[config.mk]
export PLATFORM = sky130hd
export DESIGN_NAME = plx_pcs_aux
export DESIGN_NICKNAME = d
export VERILOG_FILES = /design/src/plx_pcs_aux.v
export VERILOG_INCLUDE_DIRS = /design/src
export SDC_FILE = /design/constraint.sdc
export NUM_CORES = 1
export LEC_CHECK = 0
export ABC_CLOCK_PERIOD_IN_PS = 5500
export BUFFER_PORTS_ARGS = -buffer_cell sky130_fd_sc_hd__buf_2
export CELL_PAD_IN_SITES_DETAIL_PLACEMENT = 1
export CELL_PAD_IN_SITES_GLOBAL_PLACEMENT = 1
export CORE_MARGIN = 8
export CORE_UTILIZATION = 40
export DETAILED_ROUTE_END_ITERATION = 10
export PLACE_DENSITY_LB_ADDON = 0.1
export SYNTH_ARGS = -nofsm -noshare
export SYNTH_HDL_FRONTEND = slang
export SYNTH_SLANG_ARGS = --single-unit
[constraint.sdc]
create_clock -name clk -period 5.5 [get_ports clk]
set_input_delay 1.1 -clock clk [delete_from_list [all_inputs] [get_ports clk]]
set_output_delay 1.1 -clock clk [all_outputs]
set_load 0.01 [all_outputs]
[src/plx_defines.vh]
// Purpose: constants for the pcs auxiliary test, low power and fiber block
// Assumes: register indices are word indices, byte address is four times index
// Notes: register layout and values chosen for this block
`ifndef PLX_DEFINES_VH
`define PLX_DEFINES_VH

// register word indices
`define PLX_IDX_CTRL 4'h0
`define PLX_IDX_TSTPAT 4'h1
`define PLX_IDX_LPI_CFG 4'h2
`define PLX_IDX_LPI_STAT 4'h3
`define PLX_IDX_WAKE_CNT 4'h4
`define PLX_IDX_FX_CFG 4'h5
`define PLX_IDX_FX_STAT 4'h6
`define PLX_IDX_TP_STAT 4'h7

// control register fields
`define PLX_CTRL_LOOP 0
// lpi config fields
`define PLX_LPI_FORCE 0
// lpi status fields
`define PLX_LS_RX_MODE 0
`define PLX_LS_RX_QUIET 1
`define PLX_LS_RX_SEEN 2
`define PLX_LS_TX_MODE 4
`define PLX_LS_TX_QUIET 5
`define PLX_LS_TX_SENT 6
// fiber config fields
`define PLX_FX_ENA 0
`define PLX_FX_FEF_GEN 1
`define PLX_FX_FEF_CHK 2
`define PLX_FX_LOS_DETECT_ENABLE 3
`define PLX_FX_LOS_DETECT_POLARITY 4
`define PLX_FX_LOS_DETECT_SOURCE 5
`define PLX_FX_UNIDIR 6
// fiber status fields
`define PLX_FS_FEF 0
`define PLX_FS_SIGDET 1
`define PLX_FS_SYNC 2
`define PLX_FS_SYNC_LOST 3
// test pattern status fields
`define PLX_TP_LOCK 0
`define PLX_TP_ERR 1

// jitter pattern selections
`define PLX_JTP_OFF 3'h0
`define PLX_JTP_HIGH 3'h1
`define PLX_JTP_LOW 3'h2
`define PLX_JTP_MIXED 3'h3
`define PLX_JTP_RND_LONG 3'h4
`define PLX_JTP_RND_SHORT 3'h5

// code groups (10 bit)
`define PLX_CG_HIGH 10'h155
`define PLX_CG_LOW 10'h01f
`define PLX_CG_MIXED 10'h0fa
`define PLX_CG_LPI 10'h2a5
`define PLX_CG_IDLE 10'h283
`define PLX_CG_QUIET 10'h000
// 4b5b special codes
`define PLX_FX_IDLE5 5'h1f
`define PLX_FX_FEF5 5'h1f

// lpi timing: quiet for 2000 cycles between refreshes lasting 20 cycles
`define PLX_LPI_QUIET_CYC 12'h7d0
`define PLX_LPI_REFR_CYC 12'h014
// lock needs 16 matching groups
`define PLX_TP_LOCK_CNT 5'h10

`endif

[src/plx_pcs_aux.v]
// Purpose: loopback, jitter patterns, low power idle and fiber mode of one pcs port
// Assumes: all inputs synchronous to clk; registers over a simple strobe port
// Notes: read data valid one cycle after the read strobe only
//
// The plain strobed port and the placing of the registers were decided locally.
`timescale 1ns/1ps
`default_nettype none
`include "plx_defines.vh"

// Behaviour
// - host loop enable routes transmit path back into receive path.
// - jitter select 1 to 5 overrides gigabit traffic with the test pattern.
// - five patterns: high, low, mixed, random long and random short frames.
// - test pattern status reports error and lock while pattern runs.
// - low power idle passes between mac and code groups both ways.
// - serdes transmit stop control for quiet, resumed for refresh.
// - low power entry and exit driven by the queue system request.
// - force bit enters transmit low power idle regardless of queue.
// - in low power idle transmit lpi encoding with periodic refresh.
// - receive low power status reads one while lpi or quiet groups arrive.
// - receive quiet bit one in quiet; zero with mode means refresh.
// - transmit mode and quiet bits report like the receive ones.
// - sticky flags set on received and on transmitted lpi symbol.
// - wake error counter counts signal present while not synchronized.
// - fiber mode codes data with 4b/5b blocks.
// - fiber enable activates fiber mode and masks gigabit registers.
// - separate enables for far fault generation and detection.
// - received far fault with detection enabled sets found bit.
// - fiber signal detect enable, polarity, source; live status bit.
// - live sync status; sync loss drops link, sets sticky, keeps retrying.
// - fiber one way enable allows unidirectional operation.
// - enabled signal loss restarts receive and stops frame reception.
// - one way mode transmits regardless of receive link state.
module plx_pcs_aux (
    input wire clk,
    input wire sys_rst,
    input wire [3:0] reg_addr,
    input wire [31:0] reg_wdata,
    input wire reg_wr,
    input wire reg_rd,
    output reg [31:0] reg_rdata,
    input wire [7:0] mac_tx_data,
    input wire mac_tx_lpi,
    input wire queue_lpi_req,
    output reg [7:0] mac_rx_data,
    output reg mac_rx_lpi,
    output reg mac_rx_valid,
    output reg [9:0] ser_tx_group,
    output reg ser_tx_stop,
    input wire [9:0] ser_rx_group,
    input wire ser_rx_sync,
    input wire pma_sig_det,
    input wire pmd_sig_det,
    output reg link_up
);

    // software registers
    reg loop_reg;
    reg [2:0] jtp_reg;
    reg force_lpi_reg;
    reg [6:0] fx_cfg_reg;
    reg rx_seen_reg;
    reg tx_sent_reg;
    reg far_fault_detected_reg;
    reg sync_lost_reg;
    reg [31:0] wake_cnt_reg;
    // transmit low power state
    reg tx_lpi_reg;
    reg tx_quiet_reg;
    reg [11:0] lpi_cnt_reg;
    // test pattern generator and checker
    reg [9:0] prbs_reg;
    reg [9:0] prbs_dly_reg;
    reg [4:0] tp_match_reg;
    reg tp_err_reg;
    reg [9:0] tx_word;
    reg tx_stop_next;
    wire [9:0] rx_word;
    wire sig_raw;
    wire sig_ok;
    wire rx_is_lpi;
    wire rx_is_quiet;
    wire fx_ena;
    wire tx_lpi_want;
    wire tp_expect_ok;
    wire tp_locked;
    wire tp_restart;
    wire rx_low_power_active;

    // 4b/5b encoder nibble to five bit code
    function [4:0] enc45;
        input [3:0] n;
        begin
            case (n)
                4'h0: enc45 = 5'h1e;
                4'h1: enc45 = 5'h09;
                4'h2: enc45 = 5'h14;
                4'h3: enc45 = 5'h15;
                4'h4: enc45 = 5'h0a;
                4'h5: enc45 = 5'h0b;
                4'h6: enc45 = 5'h0e;
                4'h7: enc45 = 5'h0f;
                4'h8: enc45 = 5'h12;
                4'h9: enc45 = 5'h13;
                4'ha: enc45 = 5'h16;
                4'hb: enc45 = 5'h17;
                4'hc: enc45 = 5'h1a;
                4'hd: enc45 = 5'h1b;
                4'he: enc45 = 5'h1c;
                default: enc45 = 5'h1d;
            endcase
        end
    endfunction

    // 4b/5b decoder five bit code to nibble
    function [3:0] dec54;
        input [4:0] c;
        begin
            case (c)
                5'h09: dec54 = 4'h1;
                5'h14: dec54 = 4'h2;
                5'h15: dec54 = 4'h3;
                5'h0a: dec54 = 4'h4;
                5'h0b: dec54 = 4'h5;
                5'h0e: dec54 = 4'h6;
                5'h0f: dec54 = 4'h7;
                5'h12: dec54 = 4'h8;
                5'h13: dec54 = 4'h9;
                5'h16: dec54 = 4'ha;
                5'h17: dec54 = 4'hb;
                5'h1a: dec54 = 4'hc;
                5'h1b: dec54 = 4'hd;
                5'h1c: dec54 = 4'he;
                5'h1d: dec54 = 4'hf;
                default: dec54 = 4'h0;
            endcase
        end
    endfunction

    // expected pattern word for a selection
    function [9:0] tp_word;
        input [2:0] sel;
        input [9:0] prbs;
        begin
            case (sel)
                `PLX_JTP_HIGH: tp_word = `PLX_CG_HIGH;
                `PLX_JTP_LOW: tp_word = `PLX_CG_LOW;
                `PLX_JTP_MIXED: tp_word = `PLX_CG_MIXED;
                `PLX_JTP_RND_LONG: tp_word = prbs;
                `PLX_JTP_RND_SHORT: tp_word = {prbs[9:2], 2'h0};
                default: tp_word = `PLX_CG_IDLE;
            endcase
        end
    endfunction

    assign fx_ena = fx_cfg_reg[`PLX_FX_ENA];
    // receive side source: loopback or line
    assign rx_word = loop_reg ? ser_tx_group : ser_rx_group;
    // signal detect source and polarity
    assign sig_raw = fx_cfg_reg[`PLX_FX_LOS_DETECT_SOURCE] ? pmd_sig_det : pma_sig_det;
    assign sig_ok = sig_raw ^ fx_cfg_reg[`PLX_FX_LOS_DETECT_POLARITY];
    assign rx_is_lpi = rx_word == `PLX_CG_LPI;
    assign rx_is_quiet = rx_word == `PLX_CG_QUIET;
    // queue request, mac request or force bit, gigabit only
    assign tx_lpi_want = !fx_ena && (queue_lpi_req || mac_tx_lpi || force_lpi_reg);
    // the sent word is registered, so compare against last cycle's generator state
    assign tp_expect_ok = rx_word == tp_word(jtp_reg, prbs_dly_reg);
    // lock after enough matching groups in a row
    assign tp_locked = tp_match_reg == `PLX_TP_LOCK_CNT;
    // a new selection restarts the lock so switching is not an error
    assign tp_restart = reg_wr && reg_addr == `PLX_IDX_TSTPAT;
    // receiver in low power idle while lpi or quiet groups arrive
    assign rx_low_power_active = rx_is_lpi || rx_is_quiet;

    // transmit word selection
    always @* begin
        tx_stop_next = 1'b0;
        if (fx_ena) begin
            // one way mode keeps data flowing while the receive link is down
            if (fx_cfg_reg[`PLX_FX_FEF_GEN] && !ser_rx_sync && !fx_cfg_reg[`PLX_FX_UNIDIR])
                tx_word = {`PLX_FX_FEF5, `PLX_FX_FEF5};
            else
                tx_word = {enc45(mac_tx_data[7:4]), enc45(mac_tx_data[3:0])};
        end else if (jtp_reg != `PLX_JTP_OFF) begin
            tx_word = tp_word(jtp_reg, prbs_reg);
        end else if (tx_lpi_reg) begin
            tx_word = tx_quiet_reg ? `PLX_CG_QUIET : `PLX_CG_LPI;
            tx_stop_next = tx_quiet_reg;
        end else begin
            // gigabit traffic: byte in the upper bits, low bits unused
            tx_word = {mac_tx_data, 2'h0};
        end
    end

    // transmit low power sequencer: refresh then quiet periods
    always @(posedge clk or posedge sys_rst) begin
        if (sys_rst) begin
            tx_lpi_reg <= 1'b0;
            tx_quiet_reg <= 1'b0;
            lpi_cnt_reg <= 12'h000;
        end else if (!tx_lpi_want) begin
            tx_lpi_reg <= 1'b0;
            tx_quiet_reg <= 1'b0;
            lpi_cnt_reg <= 12'h000;
        end else if (!tx_lpi_reg) begin
            tx_lpi_reg <= 1'b1;
            lpi_cnt_reg <= 12'h000;
        end else if (tx_quiet_reg ? (lpi_cnt_reg == `PLX_LPI_QUIET_CYC - 12'h001)
                                  : (lpi_cnt_reg == `PLX_LPI_REFR_CYC - 12'h001)) begin
            tx_quiet_reg <= !tx_quiet_reg;
            lpi_cnt_reg <= 12'h000;
        end else begin
            lpi_cnt_reg <= lpi_cnt_reg + 12'h001;
        end
    end

    // line outputs and receive path
    always @(posedge clk or posedge sys_rst) begin
        if (sys_rst) begin
            ser_tx_group <= `PLX_CG_IDLE;
            ser_tx_stop <= 1'b0;
            mac_rx_data <= 8'h00;
            mac_rx_lpi <= 1'b0;
            mac_rx_valid <= 1'b0;
            link_up <= 1'b0;
        end else begin
            ser_tx_group <= tx_word;
            ser_tx_stop <= tx_stop_next;
            link_up <= ser_rx_sync && (sig_ok || !fx_cfg_reg[`PLX_FX_LOS_DETECT_ENABLE]);
            // lost signal with detect enabled stops reception at once
            if (fx_cfg_reg[`PLX_FX_LOS_DETECT_ENABLE] && !sig_ok) begin
                mac_rx_valid <= 1'b0;
                mac_rx_lpi <= 1'b0;
            end else if (fx_ena) begin
                mac_rx_data <= {dec54(rx_word[9:5]), dec54(rx_word[4:0])};
                mac_rx_valid <= ser_rx_sync;
                mac_rx_lpi <= 1'b0;
            end else begin
                mac_rx_data <= rx_word[9:2];
                mac_rx_lpi <= rx_low_power_active;
                mac_rx_valid <= ser_rx_sync && !rx_low_power_active;
            end
        end
    end

    // pattern generator and checker
    always @(posedge clk or posedge sys_rst) begin
        if (sys_rst) begin
            prbs_reg <= 10'h3ff;
            prbs_dly_reg <= 10'h3ff;
            tp_match_reg <= 5'h00;
            tp_err_reg <= 1'b0;
        end else begin
            prbs_reg <= {prbs_reg[8:0], prbs_reg[9] ^ prbs_reg[6]};
            prbs_dly_reg <= prbs_reg;
            // clear first so an error in the same cycle still sets the flag
            if (reg_wr && reg_addr == `PLX_IDX_TP_STAT && reg_wdata[`PLX_TP_ERR])
                tp_err_reg <= 1'b0;
            if (jtp_reg == `PLX_JTP_OFF || fx_ena || tp_restart) begin
                tp_match_reg <= 5'h00;
            end else if (tp_expect_ok) begin
                if (!tp_locked)
                    tp_match_reg <= tp_match_reg + 5'h01;
            end else begin
                tp_match_reg <= 5'h00;
                if (tp_locked)
                    tp_err_reg <= 1'b1;
            end
        end
    end

    // software registers, sticky flags and counter; set wins over clear
    always @(posedge clk or posedge sys_rst) begin
        if (sys_rst) begin
            loop_reg <= 1'b0;
            jtp_reg <= 3'h0;
            force_lpi_reg <= 1'b0;
            fx_cfg_reg <= 7'h00;
            rx_seen_reg <= 1'b0;
            tx_sent_reg <= 1'b0;
            far_fault_detected_reg <= 1'b0;
            sync_lost_reg <= 1'b0;
            wake_cnt_reg <= 32'h0;
        end else begin
            if (reg_wr) begin
                case (reg_addr)
                    `PLX_IDX_CTRL: if (!fx_ena) loop_reg <= reg_wdata[`PLX_CTRL_LOOP];
                    `PLX_IDX_TSTPAT: if (!fx_ena) jtp_reg <= reg_wdata[2:0];
                    `PLX_IDX_LPI_CFG: if (!fx_ena) force_lpi_reg <= reg_wdata[`PLX_LPI_FORCE];
                    `PLX_IDX_FX_CFG: fx_cfg_reg <= reg_wdata[6:0];
                    `PLX_IDX_LPI_STAT: begin
                        if (reg_wdata[`PLX_LS_RX_SEEN]) rx_seen_reg <= 1'b0;
                        if (reg_wdata[`PLX_LS_TX_SENT]) tx_sent_reg <= 1'b0;
                    end
                    `PLX_IDX_FX_STAT: begin
                        if (reg_wdata[`PLX_FS_FEF]) far_fault_detected_reg <= 1'b0;
                        if (reg_wdata[`PLX_FS_SYNC_LOST]) sync_lost_reg <= 1'b0;
                    end
                    `PLX_IDX_WAKE_CNT: wake_cnt_reg <= 32'h0;
                    default: ;
                endcase
            end
            // event sets come after the clears so a same-cycle event wins
            if (!fx_ena && rx_is_lpi)
                rx_seen_reg <= 1'b1;
            if (!fx_ena && tx_word == `PLX_CG_LPI)
                tx_sent_reg <= 1'b1;
            if (fx_ena && fx_cfg_reg[`PLX_FX_FEF_CHK] && rx_word == {`PLX_FX_FEF5, `PLX_FX_FEF5})
                far_fault_detected_reg <= 1'b1;
            if (fx_ena && link_up && !ser_rx_sync)
                sync_lost_reg <= 1'b1;
            // saturate so a long outage never wraps back to a small count
            if (!fx_ena && sig_ok && !ser_rx_sync && wake_cnt_reg != 32'hffffffff)
                wake_cnt_reg <= wake_cnt_reg + 32'h1;
        end
    end

    // read data, one cycle after strobe; zero otherwise
    always @(posedge clk or posedge sys_rst) begin
        if (sys_rst) begin
            reg_rdata <= 32'h0;
        end else if (reg_rd) begin
            case (reg_addr)
                `PLX_IDX_CTRL: reg_rdata <= {31'h0, loop_reg};
                `PLX_IDX_TSTPAT: reg_rdata <= {29'h0, jtp_reg};
                `PLX_IDX_LPI_CFG: reg_rdata <= {31'h0, force_lpi_reg};
                `PLX_IDX_LPI_STAT: reg_rdata <= {25'h0, tx_sent_reg, tx_quiet_reg, tx_lpi_reg,
                    1'b0, rx_seen_reg, rx_is_quiet, rx_low_power_active};
                `PLX_IDX_WAKE_CNT: reg_rdata <= wake_cnt_reg;
                `PLX_IDX_FX_CFG: reg_rdata <= {25'h0, fx_cfg_reg};
                `PLX_IDX_FX_STAT: reg_rdata <= {28'h0, sync_lost_reg, ser_rx_sync,
                    sig_raw, far_fault_detected_reg};
                `PLX_IDX_TP_STAT: reg_rdata <= {30'h0, tp_err_reg,
                    tp_locked};
                default: reg_rdata <= 32'h0;
            endcase
        end else begin
            reg_rdata <= 32'h0;
        end
    end

endmodule
`default_nettype wire

==> impl_metrics.py, run 1 <==
metrics = {
    "logic_synthesis": {
        "number_of_flops_mapped_to_enable_cells_by_yosys": 0,
        "biggest_area_contributors_in_the_synthesized_netlist": "sky130_fd_sc_hd__dfrtp_1, sky130_fd_sc_hd__dfstp_2, sky130_fd_sc_hd__and3_1",
        "netlist_area_sq_um": 7040,
        "yosys.area.top_type": "sky130_fd_sc_hd__dfrtp_1",
        "syn_avg_cell_area_sq_um": 9.51,
        "proportion_of_synthesized_chip_area_in_sequential_cells": 0.476,
        "synthesis.instances": 740,
        "ys_dominant_reg_cell": "sky130_fd_sc_hd__dfrtp_1",
        "yosys_warnings": 0,
        "number_of_distinct_library_cells_after_synthesis": 65,
        "ys_async_sr_fraction": 1.00,
        "synth_net_count": 813,
        "synth_top_area_frac": 0.420,
        "post_synthesis_register_bit_count": 133,
        "synth_commonest_cells": "sky130_fd_sc_hd__dfrtp_1, sky130_fd_sc_hd__nand2_1, sky130_fd_sc_hd__nor2_1, sky130_fd_sc_hd__a21oi_1, sky130_fd_sc_hd__o21ai_0",
        "synth_most_common_cell": "sky130_fd_sc_hd__dfrtp_1",
    },
    "worst_setup_path": {
        "worst_ep_arrival_time_ns": 4.05,
        "critical_path.reg2reg.startpoint": "jtp_reg[2]",
        "setup.worst_path.class": "flip-flop to flip-flop",
        "cp_num_buf_inv": 1,
        "path_depth": 8,
        "worst-r2r-setup-slack_ns": 1.78,
        "slowest_delay_ns": 0.78,
        "worst_setup_path_startpoint": "jtp_reg[2]",
        "worstSetupEndpointType": "flip-flop",
        "critPathSlowestCell": "sky130_fd_sc_hd__dfrtp_1",
        "worstReg2RegEnd": "tp_match_reg[2]",
        "path_delay_family": "simple AND/OR/NAND/NOR gates",
        "crit_path_cell_trace": "inv_1, ha_1, nor2_1, a221oi_1, xor2_1, nor3_1, nand4_1, nor4_2",
        "critPathLaunchType": "flip-flop",
        "reg2regPathDepth": 8,
        "endpoint": "tp_match_reg[2]",
        "worst-path-max-fanout": 24,
        "critPathRequiredTime_ns": 5.83,
    },
    "grt": {
        "first_global_vias": 6455,
        "total_routing_usage_gr": 0.201,
        "largest_net_degree_at_the_start_of_global_routing": 56,
        "grt_antenna_before_repair": 0,
        "globalRouteOverflowTotal": 0,
        "global_route_wire_length_before_repair_mm": 35.2,
    },
    "route": {
        "totalWireLength_mm": 21.4,
        "avgRoutedWirePerCell_um": 20.2,
        "antenna_left": 0,
        "drtPass1Iterations": 4,
        "post-route-drc-count": 0,
        "routed-via-count": 6111,
        "drtIter0Drc": 378,
        "route.detailed.vias_per_inst": 5.78,
    },
    "power_and_ir_drop": {
        "power.leakage_nw": 3.78,
        "powerDensity_nw_per_um2": 397,
        "vdd.ir_drop.worst_v": 0.000186,
        "fin_total_pwr_mw": 3.28,
    },
    "cts": {
        "cts.htree.levels": 4,
        "tritoncts_num_sinks": 133,
        "post_cts_buffers": 0,
        "clk-insertion-delay-late_ns": 0.43,
        "clk_root_buffer_cell": "sky130_fd_sc_hd__clkbuf_16",
        "ctsLongestPathBuffers": 2,
        "cts.clk_slew.worst_paths_ns": 0.06,
        "cts_inserted_buffers": 17,
        "tritoncts": "built",
        "cts_hold_repair.buffers": 0,
        "post_cts.resized_instances": 0,
    },
    "floorplanning": {
        "rows": 48,
        "coreArea_sq_um": 17200,
        "initial_core_util": 0.408,
        "die_h_um": 149,
        "design.portCount": 117,
        "die_x_um": 149,
        "fp.dieArea_sq_um": 22100,
    },
    "sta": {
        "finalHoldViolCount": 0,
        "achievable-frequency_ghz": 0.269,
        "setup_viol": 0,
        "slew-limit-headroom": 0.415,
        "totalNegativeSetupSlack_ns": 0,
        "worstMarginPinSlew_ns": 0.853,
        "postLayoutSetupSlackWorst_ns": 1.78,
        "report.final.slew_viol_count": 0,
        "rsz0062_at_grt": "false",
        "final.min_clock_period_ns": 3.72,
        "final.period_utilization": 0.676,
        "clock-skew-final_ns": 0.00578,
    },
    "layout": {
        "area.growth.synth_to_final_pct": 17.2,
        "drive_above_1_share": 0.202,
        "antenna_cells_inserted": 0,
        "layout.nets": 892,
    },
    "placed_design": {
        "globalplace.congestion": 0.866,
        "number_of_port_buffers": 91,
        "dpl_worst_slack_ns": 1.82,
        "placed_wire_length_estimate_after_detailed_placement_mm": 15.4,
    },
    "status": {
        "run_status": "finished clean",
    },
    "run": {
        "maxCapViolations": 0,
    },
    "min_path": {
        "hold_path_class": "flip-flop to flip-flop",
        "worstHoldStart": "prbs_dly_reg[4]",
    },
}
final cells by class:
type | instances | area, sq um
Sequential cell | 133 | 3350
Inverter | 23 | 88.8
Tap cell | 225 | 282
Clock inverter | 8 | 121
Clock buffer | 24 | 492
Fill cell | 1991 | 8990
Multi-Input combinational cell | 546 | 3410
Timing Repair Buffer | 98 | 508
worst min-delay path by stage:
stage	end	slack (ns)	cells past startpoint
3_3_place_gp	prbs_dly_reg[5]	0.35	0
6_report	prbs_dly_reg[5]	0.36	0
3_5_place_dp	prbs_dly_reg[5]	0.35	0
5_1_grt	prbs_dly_reg[5]	0.37	0
4_1_cts	prbs_dly_reg[5]	0.36	0
2_1_floorplan	prbs_dly_reg[3]	0.35	0
power by group:
part,total (mW),switching (mW),internal [mW]
registers,1.26,0.154,1.11
clock network,1.18,0.426,0.759
logic,0.828,0.516,0.313
placed cells by master (no fill, tap or decap), drive strengths merged, types with 4 or more instances in the layout:
master,count
mux2i,17
or3,12
a221oi,4
a22oi,5
a31oi,27
a211oi,4
dfrtp,118
xor2,15
buf,98
nand2,64
and3,39
ha,10
a21oi,46
clkinv,4
o31ai,5
nand3b,5
nand2b,7
inv,23
and2,10
clkbuf,24
nor2,52
nor3,29
a32o,5
dfstp,15
nand3,34
a21o,4
o21a,4
nand4,14
mux2,13
nor4bb,4
xnor2,11
nor4,8
and4,4
o21ai,46
nor2b,14
a22o,5
through the flow:
step	hold slack (ns)	std cells	area, sq um	util
after floorplan	0.351	740	7040	-
after detailed placement	0.354	1025	7630	0.443
after global placement	0.353	1025	7630	0.443
after global routing	0.369	1057	8250	0.478
after CTS	0.363	1057	8250	0.478
final	0.362	1057	8250	0.478
cells by family after synthesis:
logic type | after synthesis | share of synthesized area
buf+inv | 61 | 0.0405
flops | 133 | 0.476
simple gates | 307 | 0.235
compound gates | 173 | 0.154
fa+ha+maj | 10 | 0.0178
xor+xnor | 26 | 0.0324
mux | 30 | 0.0450
per-layer routing:
layer | vias up | global-route usage | wire length, um
li1 | 2874 | - | -
met1 | 3071 | 0.262 | 9650
met5 | - | 0 | 0
met4 | 0 | 0.0699 | 267
met2 | 144 | 0.325 | 10300
met3 | 22 | 0.0401 | 1140
(Power assumes the default switching activity.)
==> run 2, diff against run 1 <==
--- a/config.mk
+++ b/config.mk
@@ -6,12 +6,12 @@
 export SDC_FILE = /design/constraint.sdc
 export NUM_CORES = 1
 export LEC_CHECK = 0
-export ABC_CLOCK_PERIOD_IN_PS = 5500
+export ABC_CLOCK_PERIOD_IN_PS = 3120
 export BUFFER_PORTS_ARGS = -buffer_cell sky130_fd_sc_hd__buf_2
 export CELL_PAD_IN_SITES_DETAIL_PLACEMENT = 1
 export CELL_PAD_IN_SITES_GLOBAL_PLACEMENT = 1
 export CORE_MARGIN = 8
-export CORE_UTILIZATION = 40
+export CORE_UTILIZATION = 39
 export DETAILED_ROUTE_END_ITERATION = 10
 export PLACE_DENSITY_LB_ADDON = 0.1
 export SYNTH_ARGS = -nofsm -noshare
==> constraint.sdc (replaced) <==
create_clock -name clk -period 3.12 [get_ports clk]
set_input_delay 0.624 -clock clk [delete_from_list [all_inputs] [get_ports clk]]
set_output_delay 0.624 -clock clk [all_outputs]
set_load 0.01 [all_outputs]
==> run 2 against run 1 <==
Net effect:
- clock skew rose by 0.0019 ns
- via count is 0.90% higher
- die area increased by 2.3%
- global-route usage fell by 0.56 points
- critical endpoint unchanged
- largest power group unchanged
- highest routed layer is now met5
==> impl_metrics.py, run 2 (synthesis gave the netlist of run 1 again) <==
metrics = {
    "cts": {
        "tritoncts": "built",
        "post_cts.resized_instances": 0,
        "clk_root_buffer_cell": "sky130_fd_sc_hd__clkbuf_16",
        "post_cts_buffers": 0,
        "cts_hold_repair.buffers": 0,
        "ctsLongestPathBuffers": 2,
        "tritoncts_num_sinks": 133,
        "cts_inserted_buffers": 17,
        "cts.clk_slew.worst_paths_ns": 0.06,
        "clk-insertion-delay-late_ns": 0.42,
        "cts.htree.levels": 4,
    },
    "power_and_ir_drop": {
        "vdd.ir_drop.worst_v": 0.000388,
        "power_frac_comb": 0.282,
        "cellInternalPower_mw": 3.59,
        "clock_power_share": 0.320,
        "powerDensity_nw_per_um2": 666,
        "netSwitchingFraction": 0.351,
        "power.leakage_nw": 3.81,
        "netSwitchingPower_mw": 1.94,
        "seqPwrFrac": 0.398,
    },
    "worst_setup_path": {
        "worst_ep_arrival_time_ns": 3.15,
        "critPathSlowestCell": "sky130_fd_sc_hd__a2111oi_2",
        "crit_path_cell_trace": "inv_1, ha_1, buf_4, a2111oi_2, xnor2_1, nor3_1, nand4_1, nor4_2",
        "critPathLaunchType": "flip-flop",
        "worst-path-max-fanout": 11,
        "setup.worst_path.class": "flip-flop to flip-flop",
        "cp_num_buf_inv": 2,
        "worstSetupEndpointType": "flip-flop",
        "path_delay_family": "simple AND/OR/NAND/NOR gates",
        "critPathRequiredTime_ns": 3.43,
        "worst-r2r-setup-slack_ns": 0.28,
        "slowest_delay_ns": 0.43,
    },
    "layout": {
        "fillerInstances": 2072,
        "layout.area.seq_sq_um": 3350,
        "area.growth.synth_to_final_pct": 18.0,
        "layout.nets": 909,
        "postLayoutCoreUtil": 0.466,
        "fin_area_sq_um": 8310,
        "drive_above_1_share": 0.216,
        "final_cell_mix": "sky130_fd_sc_hd__dfrtp_1, sky130_fd_sc_hd__buf_2, sky130_fd_sc_hd__nand2_1, sky130_fd_sc_hd__nor2_1, sky130_fd_sc_hd__a21oi_1",
        "multi_input_comb_area_sq_um": 3410,
        "mostFrequentLayoutCell": "sky130_fd_sc_hd__dfrtp_1",
    },
    "grt": {
        "first_global_vias": 6333,
        "grt_antenna_before_repair": 2,
        "global_route_wire_length_before_repair_mm": 34.7,
        "globalRouteOverflowTotal": 0,
        "largest_net_degree_at_the_start_of_global_routing": 51,
        "total_routing_usage_gr": 0.195,
    },
    "min_path": {
        "hold_path_class": "flip-flop to flip-flop",
    },
    "route": {
        "post-route-drc-count": 0,
        "routed-via-count": 6166,
        "drtPass1Iterations": 5,
        "totalWireLength_mm": 21.2,
        "drtIter0Drc": 332,
        "route.detailed.vias_per_inst": 5.72,
        "avgRoutedWirePerCell_um": 19.7,
        "antenna_left": 0,
    },
    "sta": {
        "worstMarginPinSlew_ns": 0.858,
        "setup_viol": 0,
        "finalHoldViolCount": 0,
        "final.min_clock_period_ns": 2.84,
        "achievable-frequency_ghz": 0.352,
        "final.period_utilization": 0.910,
        "report.final.slew_viol_count": 0,
        "slew-limit-headroom": 0.427,
        "clock-skew-final_ns": 0.00766,
        "totalNegativeSetupSlack_ns": 0,
        "rsz0062_at_grt": "false",
    },
    "placed_design": {
        "globalplace.congestion": 0.875,
        "number_of_port_buffers": 91,
        "placed_wire_length_estimate_after_detailed_placement_mm": 15.4,
        "dpl-instance-area_sq_um": 7790,
    },
    "floorplanning": {
        "coreArea_sq_um": 17800,
        "initial_core_util": 0.394,
        "rows": 49,
        "fp.dieArea_sq_um": 22600,
        "die_x_um": 150,
        "design.portCount": 117,
        "die_h_um": 150,
    },
    "run": {
        "maxCapViolations": 0,
    },
    "status": {
        "run_status": "finished clean",
    },
}
[run 2: power groups by stage]
stage          Clock, mW  Sequential (mW)  Combinational (mW)
5_1_grt             1.89             2.24                1.74
2_1_floorplan          0             2.18                1.03
6_report            1.77             2.20                1.56
3_3_place_gp           0             2.22                1.51
3_5_place_dp           0             2.23                1.56
4_1_cts             1.81             2.20                1.57
[run 2: cell type report]
type	count	share of cell area
clock buffers	22	0.0547
flip-flops and latches	133	0.403
multi-input cells	546	0.410
diodes	1	0.000301
repair buffers	115	0.0795
inverters	23	0.0108
well taps	229	0.0345
clock inverters	9	0.00678
[run 2: worst reg2reg max path: stages, from the launching register on]
cell and delay (ns):
sky130_fd_sc_hd__dfrtp_1 0.37, sky130_fd_sc_hd__inv_1 0.23, sky130_fd_sc_hd__ha_1 0.40, sky130_fd_sc_hd__buf_4 0.23, sky130_fd_sc_hd__a2111oi_2 0.43, sky130_fd_sc_hd__xnor2_1 0.12, sky130_fd_sc_hd__nor3_1 0.23, sky130_fd_sc_hd__nand4_1 0.36
sky130_fd_sc_hd__nor4_2 0.37
[run 2: final timing paths]
path,startpoint,endpoint,cells after the start
setup reg to reg,jtp_reg[2],tp_match_reg[2],8
setup / recovery,jtp_reg[2],tp_match_reg[2],8
max in group asynchronous,sys_rst,prbs_dly_reg[6],3
min in group asynchronous,sys_rst,reg_rdata[4],2
hold reg to reg,prbs_dly_reg[2],prbs_dly_reg[3],0
hold / removal,prbs_dly_reg[2],prbs_dly_reg[3],0
[run 2: layer usage]
metal / wire length (um) / GRT usage
met1: 10200 / 0.275
met2: 9760 / 0.296
met3: 1070 / 0.0427
met4: 168 / 0.0525
met5: 12 / 0
[run 2: metrics by stage]
step / hold WS [ns] / setup WS [ns] / total power [mW] / std cells
after floorplan: 0.351 / 0.713 / 3.21 / 740
after global placement: 0.355 / 0.301 / 3.73 / 1046
after detailed placement: 0.357 / 0.246 / 3.79 / 1046
after CTS: 0.366 / 0.252 / 5.58 / 1077
after global routing: 0.368 / 0.116 / 5.87 / 1078
final: 0.366 / 0.282 / 5.53 / 1078
==> run 3, diff against run 2 <==
--- a/config.mk
+++ b/config.mk
@@ -6,12 +6,12 @@
 export SDC_FILE = /design/constraint.sdc
 export NUM_CORES = 1
 export LEC_CHECK = 0
-export ABC_CLOCK_PERIOD_IN_PS = 3120
+export ABC_CLOCK_PERIOD_IN_PS = 3200
 export BUFFER_PORTS_ARGS = -buffer_cell sky130_fd_sc_hd__buf_2
 export CELL_PAD_IN_SITES_DETAIL_PLACEMENT = 1
 export CELL_PAD_IN_SITES_GLOBAL_PLACEMENT = 1
 export CORE_MARGIN = 8
-export CORE_UTILIZATION = 39
+export CORE_UTILIZATION = 40
 export DETAILED_ROUTE_END_ITERATION = 10
 export PLACE_DENSITY_LB_ADDON = 0.1
 export SYNTH_ARGS = -nofsm -noshare
==> constraint.sdc (replaced) <==
create_clock -name clk -period 3.2 [get_ports clk]
set_input_delay 0.64 -clock clk [delete_from_list [all_inputs] [get_ports clk]]
set_output_delay 0.64 -clock clk [all_outputs]
set_load 0.005 [all_outputs]
==> run 3 against run 2 <==
Net effect:
- sequential share of layout area down 0.30 points
- critical path depth down 3
- cell count down 0.74%
- flip-flop and latch count unchanged
- clock-buffer cell count down 2
- worst hold slack worse by 0.051 ns
- die area down 2.2%
- worst setup slack better by 0.16 ns
- maximum frequency up 2.8%
- utilization up 2.0 points
- critical endpoint unchanged
==> impl_metrics.py, run 3 (synthesis gave the netlist of run 1 again) <==
metrics = {
    "route": {
        "avgRoutedWirePerCell_um": 19.7,
        "route.detailed.vias_per_inst": 5.72,
        "wl_met2_mm": 9.66,
        "detailroute.wirelength.met3_um": 872,
        "totalWireLength_mm": 21.1,
        "top_layer": "met4",
        "antenna_left": 0,
        "drtPass1Iterations": 5,
        "routedLengthMet1_mm": 10.3,
        "drtIter0Drc": 410,
        "routed-via-count": 6116,
        "post-route-drc-count": 0,
    },
    "worst_setup_path": {
        "endpoint": "tp_match_reg[2]",
        "critPathSlowestCell": "sky130_fd_sc_hd__dfrtp_1",
        "worst_setup_path_startpoint": "loop_reg",
        "cp_num_buf_inv": 0,
        "path_delay_family": "flip-flops",
        "worst-r2r-setup-slack_ns": 0.44,
        "slowest_delay_ns": 0.85,
        "setup.worst_path.class": "flip-flop to flip-flop",
        "critPathLaunchType": "flip-flop",
        "worst-path-max-fanout": 19,
        "critical_path.reg2reg.startpoint": "loop_reg",
        "worstSetupEndpointType": "flip-flop",
        "crit_path_cell_trace": "mux2i_1, nand3_1, a21oi_1, nand4_1, nor4_2",
        "path_depth": 5,
        "worstReg2RegEnd": "tp_match_reg[2]",
        "critPathRequiredTime_ns": 3.53,
        "reg2regPathDepth": 5,
        "worst_ep_arrival_time_ns": 3.09,
    },
    "layout": {
        "layout.nets": 905,
        "mostFrequentLayoutCell": "sky130_fd_sc_hd__dfrtp_1",
        "postLayoutCoreUtil": 0.485,
        "drive_above_1_share": 0.217,
        "final_cell_mix": "sky130_fd_sc_hd__dfrtp_1, sky130_fd_sc_hd__buf_2, sky130_fd_sc_hd__nand2_1, sky130_fd_sc_hd__nor2_1, sky130_fd_sc_hd__a21oi_1",
        "fillerInstances": 1954,
        "area.growth.synth_to_final_pct": 18.9,
    },
    "sta": {
        "final.period_utilization": 0.863,
        "worstMarginPinSlew_ns": 0.922,
        "report.final.slew_viol_count": 0,
        "final.min_clock_period_ns": 2.76,
        "achievable-frequency_ghz": 0.362,
        "totalNegativeSetupSlack_ns": 0,
        "slew-limit-headroom": 0.376,
        "postLayoutSetupSlackWorst_ns": 0.440,
        "setup_viol": 0,
        "finalHoldViolCount": 0,
        "clock-skew-final_ns": 0.00604,
        "rsz0062_at_grt": "false",
    },
    "floorplanning": {
        "fp.dieArea_sq_um": 22100,
        "design.portCount": 117,
        "rows": 48,
        "die_h_um": 149,
        "initial_core_util": 0.408,
        "die_x_um": 149,
        "coreArea_sq_um": 17200,
    },
    "power_and_ir_drop": {
        "power_frac_comb": 0.262,
        "fin_total_pwr_mw": 5.66,
        "netSwitchingFraction": 0.336,
        "cellInternalPower_mw": 3.75,
        "power.leakage_nw": 3.84,
        "netSwitchingPower_mw": 1.90,
        "clock_power_share": 0.360,
        "powerDensity_nw_per_um2": 676,
        "vdd.ir_drop.worst_v": 0.000382,
        "seqPwrFrac": 0.378,
    },
    "run": {
        "maxCapViolations": 0,
    },
    "cts": {
        "post_cts_buffers": 0,
        "post_cts.resized_instances": 0,
        "cts_inserted_buffers": 17,
        "clk-insertion-delay-late_ns": 0.43,
        "ctsLongestPathBuffers": 2,
        "tritoncts_num_sinks": 133,
        "cts.htree.levels": 4,
        "cts.clk_slew.worst_paths_ns": 0.06,
        "clk_root_buffer_cell": "sky130_fd_sc_hd__clkbuf_16",
        "tritoncts": "built",
        "cts_hold_repair.buffers": 0,
    },
    "grt": {
        "total_routing_usage_gr": 0.195,
        "global_route_wire_length_before_repair_mm": 34.4,
        "largest_net_degree_at_the_start_of_global_routing": 74,
        "grt_antenna_before_repair": 1,
        "first_global_vias": 6292,
        "globalRouteOverflowTotal": 0,
    },
    "placed_design": {
        "globalplace.congestion": 0.890,
        "placed_wire_length_estimate_after_detailed_placement_mm": 15.3,
        "number_of_port_buffers": 91,
        "dpl_worst_slack_ns": 0.333,
    },
    "min_path": {
        "hold_path_class": "input pin to asynchronous set/reset pin",
    },
    "status": {
        "run_status": "finished clean",
    },
}
==> run 3: layout make-up <==
type | count | area (sq um) | share of cell area
Tap cell | 225 | 282 | 0.0336
Multi-Input combinational cell | 546 | 3410 | 0.408
Antenna cell | 1 | 2.50 | 0.000299
Clock inverter | 11 | 149 | 0.0178
Clock buffer | 20 | 457 | 0.0546
Sequential cell | 133 | 3350 | 0.400
Inverter | 23 | 90.1 | 0.0108
Timing Repair Buffer | 111 | 631 | 0.0754
==> run 3: worst min path at each step <==
stage,from,cells past startpoint,endpoint
4_1_cts,sys_rst,3,wake_cnt_reg[8]
6_report,sys_rst,3,reg_rdata[7]
3_5_place_dp,prbs_dly_reg[6],0,prbs_dly_reg[7]
3_3_place_gp,prbs_dly_reg[2],0,prbs_dly_reg[3]
2_1_floorplan,prbs_dly_reg[2],0,prbs_dly_reg[3]
5_1_grt,sys_rst,3,wake_cnt_reg[8]
==> run 3: worst min-delay path: stages <==
cell and delay (ns):
sky130_fd_sc_hd__buf_2 0.11, sky130_fd_sc_hd__clkinvlp_4 0.10, sky130_fd_sc_hd__buf_12 0.29
==> run 3: power groups by stage <==
| stage | Combinational (mW) | Sequential [mW] | Clock [mW] |
|---|---|---|---|
| 6_report | 1.48 | 2.14 | 2.04 |
| 3_3_place_gp | 1.42 | 2.15 | 0 |
| 4_1_cts | 1.48 | 2.14 | 2.06 |
| 2_1_floorplan | 1.00 | 2.08 | 0 |
| 3_5_place_dp | 1.47 | 2.17 | 0 |
| 5_1_grt | 1.66 | 2.17 | 2.14 |
==> run 3: layer usage <==
| metal | track usage | up-vias |
|---|---|---|
| li1 | - | 2878 |
| met1 | 0.276 | 3110 |
| met2 | 0.293 | 107 |
| met3 | 0.0410 | 21 |
| met4 | 0.0602 | 0 |
| met5 | 0 | - |
==> run 3: stage by stage <==
step / cell area (sq um) / cells / hold slack [ns]
after floorplan: 7040 / 740 / 0.351
after global placement: 7760 / 1038 / 0.357
after detailed placement: 7760 / 1038 / 0.358
after CTS: 8360 / 1069 / 0.339
after global routing: 8370 / 1070 / 0.356
final: 8370 / 1070 / 0.315
